File: src/include/rcfe_pkg.sv
// package: constants and types of the remote-control front end
package rcfe_pkg;

  // ----------------------------------------------------------------
  // register byte offsets
  // ----------------------------------------------------------------
  localparam logic [7:0] OFF_CTRL     = 8'h00;
  localparam logic [7:0] OFF_STATUS   = 8'h04;
  localparam logic [7:0] OFF_BUS_ADDR = 8'h08;
  localparam logic [7:0] OFF_GP_OUT   = 8'h0c;
  localparam logic [7:0] OFF_GP_IN    = 8'h10;
  localparam logic [7:0] OFF_MEAS     = 8'h14;
  localparam logic [7:0] OFF_QUERY    = 8'h18;
  localparam logic [7:0] OFF_BUS_CMD  = 8'h1c;
  localparam logic [7:0] OFF_FUNC     = 8'h20;

  // ----------------------------------------------------------------
  // field positions and values
  // ----------------------------------------------------------------
  localparam int CTRL_SEL_BUS     = 0;
  localparam int CTRL_SINGLE      = 1;
  localparam int CMD_ADDRESSED    = 0;
  localparam int CMD_GTL          = 1;
  localparam int CMD_LLO          = 2;
  localparam int CMD_QUERY        = 3;
  localparam int MEAS_DONE        = 0;
  localparam int MEAS_FAULT       = 1;
  localparam int MEAS_VERDICT_LSB = 2;
  localparam int MEAS_TWO_LIMITS  = 7;
  localparam int MEAS_RANGE_TRIED = 8;
  localparam int N_FUNC           = 6;
  localparam int FUNC_MEAS        = 0;
  localparam int FUNC_STROBE      = 5;

  localparam logic [4:0] BUS_ADDR_DEFAULT = 5'h09;
  localparam logic [4:0] BUS_ADDR_MAX     = 5'h1e;
  localparam logic [1:0] RESP_OKAY        = 2'b00;
  localparam logic [1:0] RESP_SLVERR      = 2'b10;

  // ----------------------------------------------------------------
  // timing
  // ----------------------------------------------------------------
  localparam int CLK_MHZ         = 100;
  localparam int EOM_DELAY_US    = 1000;
  localparam int EOM_DELAY_CYC   = EOM_DELAY_US * CLK_MHZ;
  localparam int SINGLE_MEAS_US  = 2000;
  localparam int SINGLE_MEAS_CYC = SINGLE_MEAS_US * CLK_MHZ;
  localparam int DEBOUNCE_US     = 100;
  localparam int DEBOUNCE_CYC    = DEBOUNCE_US * CLK_MHZ;

  typedef enum logic [1:0] {RL_LOCAL, RL_REMOTE, RL_LOCKED} rcfe_rl_t;

endpackage

File: src/rcfe_debounce.sv
// module: two-stage synchroniser and bounce filter for one controller input
`timescale 1ns/1ps
module rcfe_debounce #(
  parameter int CYCLES = 10000
) (
  // clock and reset
  input  wire logic aclk,
  input  wire logic aresetn,
  // raw input and filtered level
  input  wire logic raw,
  output logic      level
);
  logic        sync_a;
  logic        sync_b;
  logic [15:0] cnt;
  wire         differs = sync_b != level;
  wire         settled = cnt == 16'(CYCLES - 1);

  always_ff @(posedge aclk)
  begin
    sync_a <= raw;
    sync_b <= sync_a;
  end

  // the level changes only after the input has stood still for CYCLES
  always_ff @(posedge aclk)
  begin
    if (!aresetn || !differs)
      cnt <= 16'h0000;
    else
      cnt <= cnt + 16'h0001;
  end

  always_ff @(posedge aclk)
  begin
    if (!aresetn)
      level <= 1'b0;
    else if (differs && settled)
      level <= sync_b;
  end
endmodule

File: src/rcfe_top.sv
// module: remote-control front end with bus remote/local and controller port
`timescale 1ns/1ps
// Function
// RULE1: bus address settable 0..30, default 9.
// RULE2: new address takes effect at once.
// RULE3: bus port selectable only when bus card is fitted.
// RULE4: any addressed bus command enters remote state. (Here an addressed go-to-local command leaves the state local.)
// RULE5: in remote, keys ignored except the return-to-local key.
// RULE6: return-to-local key or go-to-local message returns to local.
// RULE7: after local lockout only go-to-local restores local.
// RULE8: query places value in output buffer; controller reads it.
// RULE9: all controller port lines are active high.
// RULE10: six control inputs: measure, comparator, logger, max/min, printer, strobe.
// RULE11: five setup-select inputs form binary number, input zero lsb.
// RULE12: four general inputs readable only while measurement stopped.
// RULE13: drive end, fault, busy flags and five verdicts; two-limit outer verdicts.
// RULE14: three general outputs changeable only while measurement stopped.
// RULE15: each contact closure toggles measurement; single restarts after time elapsed. (Here a closure starts measurement only in single mode.)
// RULE16: five relay contacts mirror comparator verdicts.
// RULE17: controller contacts test object before asserting start.
// RULE18: controller should use manual range and single mode.
// RULE19: autorange error measuring time is ranges tried times single time.
// RULE20: all controller port outputs low at power-on.
// RULE21: rising edge activates function, falling edge terminates it.
// RULE22: end flag rises about 1 ms after results are set.
// RULE23: synchronise and debounce every controller input before edge detection.
module rcfe_top (
  // clock and reset
  input  wire logic        aclk,
  input  wire logic        aresetn,
  // axi4-lite write address, data and response
  input  wire logic [7:0]  s_axi_awaddr,
  input  wire logic        s_axi_awvalid,
  output logic             s_axi_awready,
  input  wire logic [31:0] s_axi_wdata,
  input  wire logic [3:0]  s_axi_wstrb,
  input  wire logic        s_axi_wvalid,
  output logic             s_axi_wready,
  output logic [1:0]       s_axi_bresp,
  output logic             s_axi_bvalid,
  input  wire logic        s_axi_bready,
  // axi4-lite read
  input  wire logic [7:0]  s_axi_araddr,
  input  wire logic        s_axi_arvalid,
  output logic             s_axi_arready,
  output logic [31:0]      s_axi_rdata,
  output logic [1:0]       s_axi_rresp,
  output logic             s_axi_rvalid,
  input  wire logic        s_axi_rready,
  // front panel and bus option
  input  wire logic        bus_card_fitted,
  input  wire logic [7:0]  panel_keys,
  input  wire logic        return_to_local_key,
  output logic [7:0]       panel_keys_accepted,
  output logic             remote_state,
  // controller port inputs
  input  wire logic [4:0]  plc_func_in,
  input  wire logic        plc_strobe_in,
  input  wire logic [4:0]  plc_setup_sel,
  input  wire logic [3:0]  plc_gp_in,
  input  wire logic        plc_contact,
  // controller port outputs and relays
  output logic             plc_end_of_meas,
  output logic             plc_fault,
  output logic             plc_busy,
  output logic [4:0]       plc_verdict,
  output logic [2:0]       plc_gp_out,
  output logic [4:0]       relay,
  // measurement engine side
  output logic [4:0]       func_active,
  output logic             setup_load,
  output logic [4:0]       setup_index
);
  // ----------------------------------------------------------------
  // input conditioning
  // ----------------------------------------------------------------
  localparam int N_IN = 16;
  logic [N_IN-1:0] raw_in;
  logic [N_IN-1:0] filt;
  logic [N_IN-1:0] filt_d;
  assign raw_in = {plc_contact, plc_gp_in, plc_setup_sel, plc_strobe_in, plc_func_in};

  genvar gi;
  generate
    for (gi = 0; gi < N_IN; gi++)
    begin : g_in
      rcfe_debounce #(.CYCLES(rcfe_pkg::DEBOUNCE_CYC)) u_deb ( // RULE23
        .aclk    (aclk),
        .aresetn (aresetn),
        .raw     (raw_in[gi]),
        .level   (filt[gi])
      );
    end
  endgenerate

  always_ff @(posedge aclk)
  begin
    if (!aresetn)
      filt_d <= '0;
    else
      filt_d <= filt;
  end

  // high level means asserted throughout
  wire [N_IN-1:0] rise      = filt & ~filt_d;               // RULE9
  wire [N_IN-1:0] fall      = ~filt & filt_d;
  wire [5:0]      func_rise = rise[5:0];                    // RULE10
  wire            contact_close = rise[15];
  wire [4:0]      sel_now   = filt[10:6];                   // RULE11
  wire [3:0]      gp_now    = filt[14:11];

  // ----------------------------------------------------------------
  // axi4-lite slave
  // ----------------------------------------------------------------
  logic       aw_held;
  logic       w_held;
  logic [7:0] aw_addr;
  logic [31:0] w_data;
  logic [3:0] w_strb;
  wire        do_write = aw_held && w_held && !s_axi_bvalid;
  wire        aw_take  = s_axi_awvalid && s_axi_awready;
  wire        w_take   = s_axi_wvalid && s_axi_wready;
  wire        ar_take  = s_axi_arvalid && s_axi_arready;
  wire        wr_ok    = aw_addr <= rcfe_pkg::OFF_FUNC && aw_addr[1:0] == 2'b00;
  wire        rd_ok    = s_axi_araddr <= rcfe_pkg::OFF_FUNC && s_axi_araddr[1:0] == 2'b00;
  wire        wr_lo    = do_write && w_strb[0];
  wire        wr_ctrl  = wr_lo && aw_addr == rcfe_pkg::OFF_CTRL;
  wire        wr_addr  = wr_lo && aw_addr == rcfe_pkg::OFF_BUS_ADDR;
  wire        wr_gpo   = wr_lo && aw_addr == rcfe_pkg::OFF_GP_OUT;
  wire        wr_meas  = do_write && aw_addr == rcfe_pkg::OFF_MEAS && w_strb[1:0] == 2'b11;
  wire        wr_query = do_write && aw_addr == rcfe_pkg::OFF_QUERY && w_strb == 4'hf;
  wire        wr_cmd   = wr_lo && aw_addr == rcfe_pkg::OFF_BUS_CMD;
  wire        wr_func  = wr_lo && aw_addr == rcfe_pkg::OFF_FUNC;

  always_ff @(posedge aclk)
  begin
    if (!aresetn)
    begin
      aw_held      <= 1'b0;
      w_held       <= 1'b0;
      aw_addr      <= 8'h00;
      w_data       <= 32'h0000_0000;
      w_strb       <= 4'h0;
      s_axi_bvalid <= 1'b0;
      s_axi_bresp  <= rcfe_pkg::RESP_OKAY;
    end
    else
    begin
      if (aw_take)
      begin
        aw_held <= 1'b1;
        aw_addr <= s_axi_awaddr;
      end
      if (w_take)
      begin
        w_held <= 1'b1;
        w_data <= s_axi_wdata;
        w_strb <= s_axi_wstrb;
      end
      if (do_write)
      begin
        aw_held      <= 1'b0;
        w_held       <= 1'b0;
        s_axi_bvalid <= 1'b1;
        s_axi_bresp  <= wr_ok ? rcfe_pkg::RESP_OKAY : rcfe_pkg::RESP_SLVERR;
      end
      else if (s_axi_bvalid && s_axi_bready)
        s_axi_bvalid <= 1'b0;
    end
  end

  always_ff @(posedge aclk)
  begin
    if (!aresetn)
    begin
      s_axi_awready <= 1'b0;
      s_axi_wready  <= 1'b0;
      s_axi_arready <= 1'b0;
    end
    else
    begin
      s_axi_awready <= !aw_held && !aw_take && !s_axi_bvalid;
      s_axi_wready  <= !w_held && !w_take && !s_axi_bvalid;
      s_axi_arready <= !s_axi_rvalid && !ar_take;
    end
  end

  // ----------------------------------------------------------------
  // configuration and bus remote/local
  // ----------------------------------------------------------------
  logic            sel_bus;
  logic            single_mode;
  logic [4:0]      bus_addr;
  logic [31:0]     out_buf;
  logic            out_buf_full;
  rcfe_pkg::rcfe_rl_t rl_state;
  logic [4:0]      func_on;

  // out-of-range addresses are dropped, keeping the old one live
  always_ff @(posedge aclk)
  begin
    if (!aresetn)
      bus_addr <= rcfe_pkg::BUS_ADDR_DEFAULT;                 // RULE1
    else if (wr_addr && w_data[4:0] <= rcfe_pkg::BUS_ADDR_MAX)
      bus_addr <= w_data[4:0];                                // RULE2
  end

  always_ff @(posedge aclk)
  begin
    if (!aresetn)
    begin
      sel_bus     <= 1'b0;
      single_mode <= 1'b1;
    end
    else if (wr_ctrl)
    begin
      sel_bus     <= w_data[rcfe_pkg::CTRL_SEL_BUS] && bus_card_fitted; // RULE3
      single_mode <= w_data[rcfe_pkg::CTRL_SINGLE];
    end
    else if (!bus_card_fitted)
      sel_bus <= 1'b0;                                        // RULE3
  end

  wire bus_cmd_addr = wr_cmd && sel_bus && w_data[rcfe_pkg::CMD_ADDRESSED]
                      && w_data[12:8] == bus_addr;
  wire cmd_gtl      = bus_cmd_addr && w_data[rcfe_pkg::CMD_GTL];
  wire cmd_llo      = bus_cmd_addr && w_data[rcfe_pkg::CMD_LLO];
  wire key_local    = return_to_local_key && rl_state == rcfe_pkg::RL_REMOTE;

  always_ff @(posedge aclk)
  begin
    if (!aresetn)
      rl_state <= rcfe_pkg::RL_LOCAL;
    else
    begin
      case (rl_state)
        rcfe_pkg::RL_LOCAL:
          if (cmd_llo)
            rl_state <= rcfe_pkg::RL_LOCKED;                  // RULE7
          else if (bus_cmd_addr && !cmd_gtl)
            rl_state <= rcfe_pkg::RL_REMOTE;                  // RULE4
        rcfe_pkg::RL_REMOTE:
          if (cmd_gtl || key_local)
            rl_state <= rcfe_pkg::RL_LOCAL;                   // RULE6
          else if (cmd_llo)
            rl_state <= rcfe_pkg::RL_LOCKED;
        rcfe_pkg::RL_LOCKED:
          if (cmd_gtl)
            rl_state <= rcfe_pkg::RL_LOCAL;                   // RULE7
        default:
          rl_state <= rcfe_pkg::RL_LOCAL;
      endcase
    end
  end

  // panel keys pass only in local
  always_ff @(posedge aclk)
  begin
    if (!aresetn)
    begin
      panel_keys_accepted <= 8'h00;
      remote_state        <= 1'b0;
    end
    else
    begin
      panel_keys_accepted <= (rl_state == rcfe_pkg::RL_LOCAL) ? panel_keys : 8'h00; // RULE5
      remote_state        <= rl_state != rcfe_pkg::RL_LOCAL;
    end
  end

  // query value parked until the controller reads it
  wire rd_query = ar_take && s_axi_araddr == rcfe_pkg::OFF_QUERY;
  always_ff @(posedge aclk)
  begin
    if (!aresetn)
    begin
      out_buf      <= 32'h0000_0000;
      out_buf_full <= 1'b0;
    end
    else if (wr_query)
    begin
      out_buf      <= w_data;                                 // RULE8
      out_buf_full <= 1'b1;
    end
    else if (rd_query)
      out_buf_full <= 1'b0;                                   // RULE8
  end

  // ----------------------------------------------------------------
  // measurement control
  // ----------------------------------------------------------------
  logic        measuring;
  logic [31:0] meas_timer;
  logic [16:0] eom_cnt;
  logic        eom_pend;
  logic [4:0]  next_verdict;
  wire         meas_rise   = func_rise[rcfe_pkg::FUNC_MEAS];
  wire         meas_fall   = fall[rcfe_pkg::FUNC_MEAS];
  wire         time_done   = meas_timer == 32'h0000_0000;
  wire         toggle_start = contact_close && !measuring && single_mode && time_done;
  wire         toggle_stop  = contact_close && measuring;        // RULE15
  wire         start_meas  = meas_rise || toggle_start;
  wire         stop_meas   = meas_fall || toggle_stop;         // RULE21
  wire [3:0]   n_ranges    = w_data[rcfe_pkg::MEAS_RANGE_TRIED +: 4];
  wire         two_limits  = w_data[rcfe_pkg::MEAS_TWO_LIMITS];
  wire [4:0]   raw_verdict = w_data[rcfe_pkg::MEAS_VERDICT_LSB +: 5];

  // two limits: outer lines carry plain above and below
  assign next_verdict = two_limits ? {raw_verdict[4] | raw_verdict[3], 3'b000,
                                      raw_verdict[0] | raw_verdict[1]} : raw_verdict; // RULE13

  always_ff @(posedge aclk)
  begin
    if (!aresetn)
    begin
      measuring  <= 1'b0;
      meas_timer <= 32'h0000_0000;
    end
    else if (stop_meas)
    begin
      measuring  <= 1'b0;
      meas_timer <= 32'h0000_0000;
    end
    else if (start_meas && !measuring)
    begin
      measuring  <= 1'b1;
      meas_timer <= 32'(rcfe_pkg::SINGLE_MEAS_CYC);
    end
    else if (wr_meas && measuring)
    begin
      measuring  <= !single_mode;
      meas_timer <= 32'(n_ranges) * 32'(rcfe_pkg::SINGLE_MEAS_CYC); // RULE19
    end
    else if (!time_done)
      meas_timer <= meas_timer - 32'h0000_0001;
  end

  // results first, end flag about 1 ms later
  always_ff @(posedge aclk)
  begin
    if (!aresetn)
    begin
      plc_verdict     <= 5'h00;                               // RULE20
      relay           <= 5'h00;
      plc_fault       <= 1'b0;
      plc_end_of_meas <= 1'b0;
      plc_busy        <= 1'b0;
      eom_pend        <= 1'b0;
      eom_cnt         <= 17'h00000;
    end
    else
    begin
      plc_busy <= measuring;                                  // RULE13
      if (wr_meas && measuring && w_data[rcfe_pkg::MEAS_DONE])
      begin
        plc_verdict <= next_verdict;
        relay       <= next_verdict;                          // RULE16
        plc_fault   <= w_data[rcfe_pkg::MEAS_FAULT];
        eom_pend    <= 1'b1;
        eom_cnt     <= 17'(rcfe_pkg::EOM_DELAY_CYC - 1);
        // continuous mode: every result needs its own rising edge
        plc_end_of_meas <= 1'b0;
      end
      else if (eom_pend && eom_cnt == 17'h00000)
      begin
        eom_pend        <= 1'b0;
        plc_end_of_meas <= 1'b1;                              // RULE22
      end
      else if (eom_pend)
        eom_cnt <= eom_cnt - 17'h00001;
      if (start_meas && !measuring)
      begin
        plc_end_of_meas <= 1'b0;
        eom_pend        <= 1'b0;
      end
    end
  end

  // general outputs and inputs only while stopped
  always_ff @(posedge aclk)
  begin
    if (!aresetn)
      plc_gp_out <= 3'h0;
    else if (wr_gpo && !measuring)
      plc_gp_out <= w_data[2:0];                              // RULE14
  end

  // other functions follow edges, strobe loads the selected setup
  always_ff @(posedge aclk)
  begin
    if (!aresetn)
    begin
      func_on     <= 5'h00;
      setup_load  <= 1'b0;
      setup_index <= 5'h00;
      func_active <= 5'h00;
    end
    else
    begin
      func_on     <= (func_on | func_rise[4:0] | (wr_func ? w_data[4:0] : 5'h00))
                     & ~fall[4:0];                            // RULE21
      setup_load  <= func_rise[rcfe_pkg::FUNC_STROBE];        // RULE10
      if (func_rise[rcfe_pkg::FUNC_STROBE])
        setup_index <= sel_now;                               // RULE11
      func_active <= {func_on[4:1], measuring};
    end
  end

  // ----------------------------------------------------------------
  // read path
  // ----------------------------------------------------------------
  logic [31:0] rd_mux;
  always_comb
  begin
    case (s_axi_araddr)
      rcfe_pkg::OFF_CTRL:     rd_mux = {30'h0, single_mode, sel_bus};
      rcfe_pkg::OFF_STATUS:   rd_mux = {26'h0, out_buf_full, bus_card_fitted, rl_state,
                                        plc_end_of_meas, measuring};
      rcfe_pkg::OFF_BUS_ADDR: rd_mux = {27'h0, bus_addr};
      rcfe_pkg::OFF_GP_OUT:   rd_mux = {29'h0, plc_gp_out};
      rcfe_pkg::OFF_GP_IN:    rd_mux = measuring ? 32'h0 : {28'h0, gp_now}; // RULE12
      rcfe_pkg::OFF_QUERY:    rd_mux = out_buf;
      rcfe_pkg::OFF_FUNC:     rd_mux = {27'h0, func_on[4:1], measuring};
      default:                rd_mux = 32'h0000_0000;
    endcase
  end

  always_ff @(posedge aclk)
  begin
    if (!aresetn)
    begin
      s_axi_rvalid <= 1'b0;
      s_axi_rdata  <= 32'h0000_0000;
      s_axi_rresp  <= rcfe_pkg::RESP_OKAY;
    end
    else if (ar_take)
    begin
      s_axi_rvalid <= 1'b1;
      s_axi_rdata  <= rd_mux;
      s_axi_rresp  <= rd_ok ? rcfe_pkg::RESP_OKAY : rcfe_pkg::RESP_SLVERR;
    end
    else if (s_axi_rvalid && s_axi_rready)
      s_axi_rvalid <= 1'b0;
  end
endmodule

File: config.mk
export PLATFORM = sky130hd
export DESIGN_NAME = rcfe_top
export DESIGN_NICKNAME = d
export VERILOG_FILES = /design/src/include/rcfe_pkg.sv /design/src/rcfe_debounce.sv /design/src/rcfe_top.sv
export SDC_FILE = /design/constraint.sdc
export NUM_CORES = 1
export LEC_CHECK = 0
export BUFFER_PORTS_ARGS = -buffer_cell sky130_fd_sc_hd__buf_2
export CAP_MARGIN = 20
export CORE_MARGIN = 4
export CORE_UTILIZATION = 51
export DETAILED_ROUTE_END_ITERATION = 10
export PLACE_DENSITY = 0.78
export SKIP_LAST_GASP = 1
export SYNTH_ARGS = -nofsm -noshare
export SYNTH_HDL_FRONTEND = slang
export SYNTH_SLANG_ARGS = --single-unit
File: constraint.sdc
create_clock -name aclk -period 7.82 [get_ports aclk]
set_clock_uncertainty 0.15 [all_clocks]
set_input_delay 1.173 -clock aclk [delete_from_list [all_inputs] [get_ports aclk]]
set_output_delay 1.173 -clock aclk [all_outputs]
set_load 0.01 [all_outputs]
Yosys cells after proc, flatten, opt, wreduce, memory -nomap -nowiden
Index checks and enable logic that the tools add are counted.

operators by class
  reductions and logical operators = 130
  equal/unequal tests = 56
  bitwise operators = 12
  mux-type cells = 30
  $mul = 1
  add/subtract/negate cells = 18
  magnitude comparators = 3

operator list
  kind                     count
  $add A16 B1 Y16 const B  16
  $eq A16 B14 Y1 const B   16
  $pmux W32 S7             1
  $logic_and A1 B1 Y1      59
  $mux W17                 3
  $mux W22                 2
  $eq A8 B5 Y1 const B     5
  $eq A8 B4 Y1 const B     4
  $logic_not A32 Y1        1
  $sub A32 B1 Y32 const B  1
  $logic_not A1 Y1         27
  $logic_or A1 B1 Y1       19
  $mux W18                 1
  $logic_not A17 Y1        1
  $sub A17 B1 Y17 const B  1
  $and A16 B16 Y16         1
  $eq A8 B6 Y1 const B     2
  $le A8 B6 Y1 const B     2
  $logic_not A8 Y1         2
  $mul A4 B12 Y16 const B  1
  $ne A1 B1 Y1             16
  $not A16 Y16             1
  $mux W2                  7
  $reduce_bool A2 Y1       7
  26 further kinds         54

word-level totals
  bits of input ports = 85
  output and inout bits = 77
  register bits = 536

Logic depth before layout (Yosys ltp)
  depth after elaboration = 13
  mapped depth = 13

Hierarchy
A second synthesis with hierarchy kept.

unflattened totals
  cells, all modules = 2,417
  area, all modules = 22,171.3 µm²

modules (own cells, without submodules)
  module         area each (µm²)  instances  cells an instance
  rcfe_debounce  800.8            16         84
  rcfe_top       9,359.0          1          1,073

Least setup slack after synthesis
Ideal clock, no wire load.

  path type = input port to flip-flop
  start point = in s_axi_araddr[4]
  end point = reg s_axi_rdata[11]
  setup slack = 4.958 ns
  arrival time = 2.653 ns
  path buffers = 2
  data required time = 7.610 ns
  stages on the path = 6
  setup time = 0.060 ns
  cells stage by stage = clkbuf_1 -> nor4b_1 -> nand3_1 -> nor2_1 -> clkbuf_1 -> a22o_1

between the ends
  cells in the longest elaborated chain, start to end = 2
  elaborated cells between the ends (all ways) = 8
  those cells by class = 6 x eq/ne; 1 x mux; 1 x reduce/logical

ends and longest elaborated chain
  item                                        line             text
  from (decl)                                 rcfe_top.sv:43   input wire logic [7:0] s_axi_araddr,
  $eq A8 B6 Y1, or another cell as far along  rcfe_top.sv:415  case (s_axi_araddr)
  $pmux W32 S7 (*)                            rcfe_top.sv:415
  to (signal assigned)                        rcfe_top.sv:439  s_axi_rdata <= rd_mux;
  to (decl)                                   rcfe_top.sv:46   output logic [31:0] s_axi_rdata,

Every way passes the cells marked *; elsewhere a longest branch is shown, timed or not.
A chain may end at the register's enable or synchronous reset.

Final worst setup path
  start point = reg meas_timer[17]
  end point = reg meas_timer[0]

between the ends
  cells in the longest elaborated chain, start to end = 5

ends and longest elaborated chain
  item                        line             text
  from (decl)                 rcfe_top.sv:293  logic [31:0] meas_timer;
  from (signal assigned)      rcfe_top.sv:327  meas_timer <= 32'(rcfe_pkg::SINGLE_MEAS_CYC);
  from (signal assigned)      rcfe_top.sv:332  meas_timer <= 32'(n_ranges) * 32'(rcfe_pkg::SINGLE_MEAS_CYC);
  from (signal assigned)      rcfe_top.sv:335  meas_timer <= meas_timer - 32'h0000_0001;
  $logic_not A32 Y1 (*)       rcfe_top.sv:299  wire time_done = meas_timer == 32'h0000_0000;
  $logic_and A1 B1 Y1         rcfe_top.sv:300  wire toggle_start = contact_close && !measuring && single_mode && time_done;
  $logic_or A1 B1 Y1          rcfe_top.sv:302  wire start_meas = meas_rise || toggle_start;
  $logic_and A1 B1 Y1         rcfe_top.sv:324  else if (start_meas && !measuring)
  $reduce_or A4 Y1 (no line)  n/a

Marked as above.

==> reports/qor.yml <==
ys_async_sr_fraction_pct: 0
cts_tree: "done"
die_height_um: 214
final_core_util_pct: 58.9
rsz0062_at_grt: "no"
synth_top_area_cell: "dfxtp_1"
synth_xor_area_share_pct: 10.6
crit_buf_inv: 0
synth-seq-cells: 523
drive_gt1_share_pct: 10.7
nets: 2652
die-width_um: 214
grt_use_met2_pct: 34.8
rows: 75
critical-path-top-delay-family: "simple AND/OR/NAND/NOR gates"
ant_nets: 0
route.detailed.drc: 0
synth_top_family_by_area: "simple AND/OR/NAND/NOR gates"
maxSlewViolCount: 0
critPathLaunchType: "flop"
busiest_layer: "met2"
first_pass_iters: 5
die_area_sq_um: 45600
status: "finished, final reports clean"
syn_to_final_growth_pct: 14.3
ys_seq_area_share_pct: 48.5
h-tree-depth: 2
slew_headroom_pct: 31.7
synth_area_leaders: "dfxtp_1, xor2_1, nor2_1, nand2_1, xnor2_1"
dpl.hpwl_mm: 32.9
post-route-period-util_pct: 44.4
worst_pin_slew_ns: 1.02
cts.sinks: 523
synthAdderAreaFrac_pct: 2.19
syn-mean-instance-area_sq_um: 8.99
place.gp.congestion: 0.852
fmax_mhz: 288
synth_compound_area_share_pct: 9.46
port_buffers: 159
grt_max_degree: 73
setup_tns_ns: 0
wl_per_cell_um: 15.1
hp-class: "reg2reg"
ioPinCount: 162
min_path_cells: 0
path_depth: 6
core_sq_um: 41900
maxCapViolCount: 0
ys_warn_count: 0
fillCellCount: 3580
clk_pin_slew_worst_paths_ns: 0.06
syn_inst: 2398
drt-initial-drc-count: 1088
worst-r2r-cell-count: 6
netlist_top_cells_count: "dfxtp_1, nor2_1, nand2_1, xor2_1, nand3_1"
cts_hold_buffers: 0
synthMuxAreaShare_pct: 1.65
clock-root-buffer: "clkbuf_16"
setup_viol: 0
cts_buffer_depth: 3
yosys.area_share.simple_pct: 25.2
post_cts_buffers: 0
slowest_stage: "o311ai_2"
leakage_nw: 9.39
use_met3_pct: 3.67
wirelength_mm: 47.2
antenna_found_initial: 3
start_util_pct: 51.5
final_hold_viol_count: 0
synth_area_sq_um: 21600
synth-edff-count: 0
synthFlopType: "dfxtp_1"
grt_pass1_vias: 16700
met1_usage_pct: 26.0
yosys.area.top_type_share_pct: 48.5
cp_slowest_stage_delay_ns: 0.81
synth_cell_types: 64
grt_pass1_wl_mm: 78.5
synth_most_common_cell: "dfxtp_1"
path_class: "reg2reg"
worstSetupEndpointType: "flop"
grt-ovfl-total: 0
worstPathRequired_ns: 8.12
critPathMaxFanout: 19
finalCriticalPeriod_ns: 3.47
grt.total_usage_pct: 20.3
power_density_nw_per_um2: 257
avgViaCountPerCell: 5.48
insertion_delay_ns: 0.61
peakVddDrop_v: 0.000147
cts_buffers: 54
path_cells: "nor4_1, nand3_1, or3_1, o311ai_2, or2_1, nor3_1"
vias: 17100
ctsResizeCount: 0
crit_arrival_ns: 3.78
==> state kept, by name (all words and copies together), names as in the netlist, 2 cells and up <==
signal,count
w_strb,4
s_axi_rdata,32
g_in.u_deb.cnt,256
g_in.u_deb.level,16
panel_keys_accepted,8
func_on,4
out_buf,32
meas_timer,32
plc_gp_out,3
func_active,5
filt_d,7
aw_addr,8
g_in.u_deb.sync_b,16
rl_state,2
setup_index,5
g_in.u_deb.sync_a,16
relay,5
bus_addr,5
w_data,32
eom_cnt,17
==> report_power, final <==
part	internal, W	total (W)	switching (W)	leakage (nW)
combinational	0.000294	0.000709	0.000415	4.20
sequential	0.00277	0.00288	0.000112	4.24
clock	0.00168	0.00273	0.00105	0.951
==> area by class of cell <==
| cell class | count | area [sq um] | share of cell area, % |
|---|---|---|---|
| flip-flops and latches | 523 | 10500 | 42.5 |
| diodes | 1 | 2.50 | 0.0102 |
| well taps | 539 | 674 | 2.74 |
| repair buffers | 167 | 866 | 3.51 |
| inverters | 31 | 116 | 0.472 |
| clock buffers | 79 | 1600 | 6.48 |
| multi-input cells | 1753 | 10600 | 43.0 |
| clock inverters | 20 | 327 | 1.32 |
==> worst paths after layout <==
check                           slack, ns                    startpoint                            to
worst min register to register       0.18  g_in[3].u_deb.sync_a$_DFF_P_  g_in[3].u_deb.sync_b$_DFF_P_
worst min-delay path                 0.18  g_in[3].u_deb.sync_a$_DFF_P_  g_in[3].u_deb.sync_b$_DFF_P_
worst max register to register       4.35   meas_timer[17]$_SDFFE_PP0P_    meas_timer[0]$_SDFFE_PP0P_
worst max-delay path                 4.35   meas_timer[17]$_SDFFE_PP0P_    meas_timer[0]$_SDFFE_PP0P_
==> per-stage QoR <==
step / cell area (sq um) / setup slack, ns / hold slack (ns) / cells / total power, W
2_1_floorplan: 21600 / 4.96 / 0.160 / 2399 / 0.00347
3_3_place_gp: 22700 / 3.99 / 0.162 / 3012 / 0.00360
3_5_place_dp: 22700 / 3.91 / 0.164 / 3012 / 0.00364
4_1_cts: 24600 / 4.38 / 0.180 / 3111 / 0.00638
5_1_grt: 24600 / 4.04 / 0.184 / 3112 / 0.00660
6_report: 24700 / 4.35 / 0.178 / 3113 / 0.00632
==> worst register-to-register path, stage by stage (launching register included) <==
cell      delay (ns)
dfxtp_1         0.33
nor4_1          0.40
nand3_1         0.23
or3_1           0.72
o311ai_2        0.81
or2_1           0.55
nor3_1          0.12
==> metal layers <==
layer	part of all wire [%]	up-vias
li1	-	8506
met1	45	8064
met2	48	406
met3	5.4	90
met4	2.4	2
met5	0.028	-
==> layout by cell type, fill, tap and decap left out, types with 5 or more instances in the layout <==
cell type and n:
or4_1 6, clkbuf_8 13, and4_1 7, and2_1 21, nor2_1 317, xnor2_1 90
a21oi_1 69, a22o_1 26, buf_2 158, clkbuf_16 55, bufinv_16 8, o21ai_0 62
nand3b_1 6, nor2b_1 34, nand4b_1 7, ha_1 37, nor4b_1 15, nand3_1 121
and4b_1 5, xor2_1 170, or3_1 46, nand2b_1 9, nor4_1 29, mux2i_1 31
nand2_1 289, inv_1 31, nand4_1 71, dfxtp_1 523, clkbuf_1 11, nor3_1 41
a211oi_1 9, a21boi_0 97, and3_1 70, buf_4 8, clkinv_2 9
==> kinds of logic (layout without fill, tap and decap cells) <==
family,count (synthesis),after routing
AND/OR/NAND/NOR,1115,1115
flip-flops,523,523
AO/OA/AOI/OAI,303,303
XOR/XNOR,260,260
buffers and inverters,123,297
adder cells (fa/ha/maj),38,38
multiplexers,35,35
other,1,3
No activity file was read; power rests on OpenSTA's default activity.
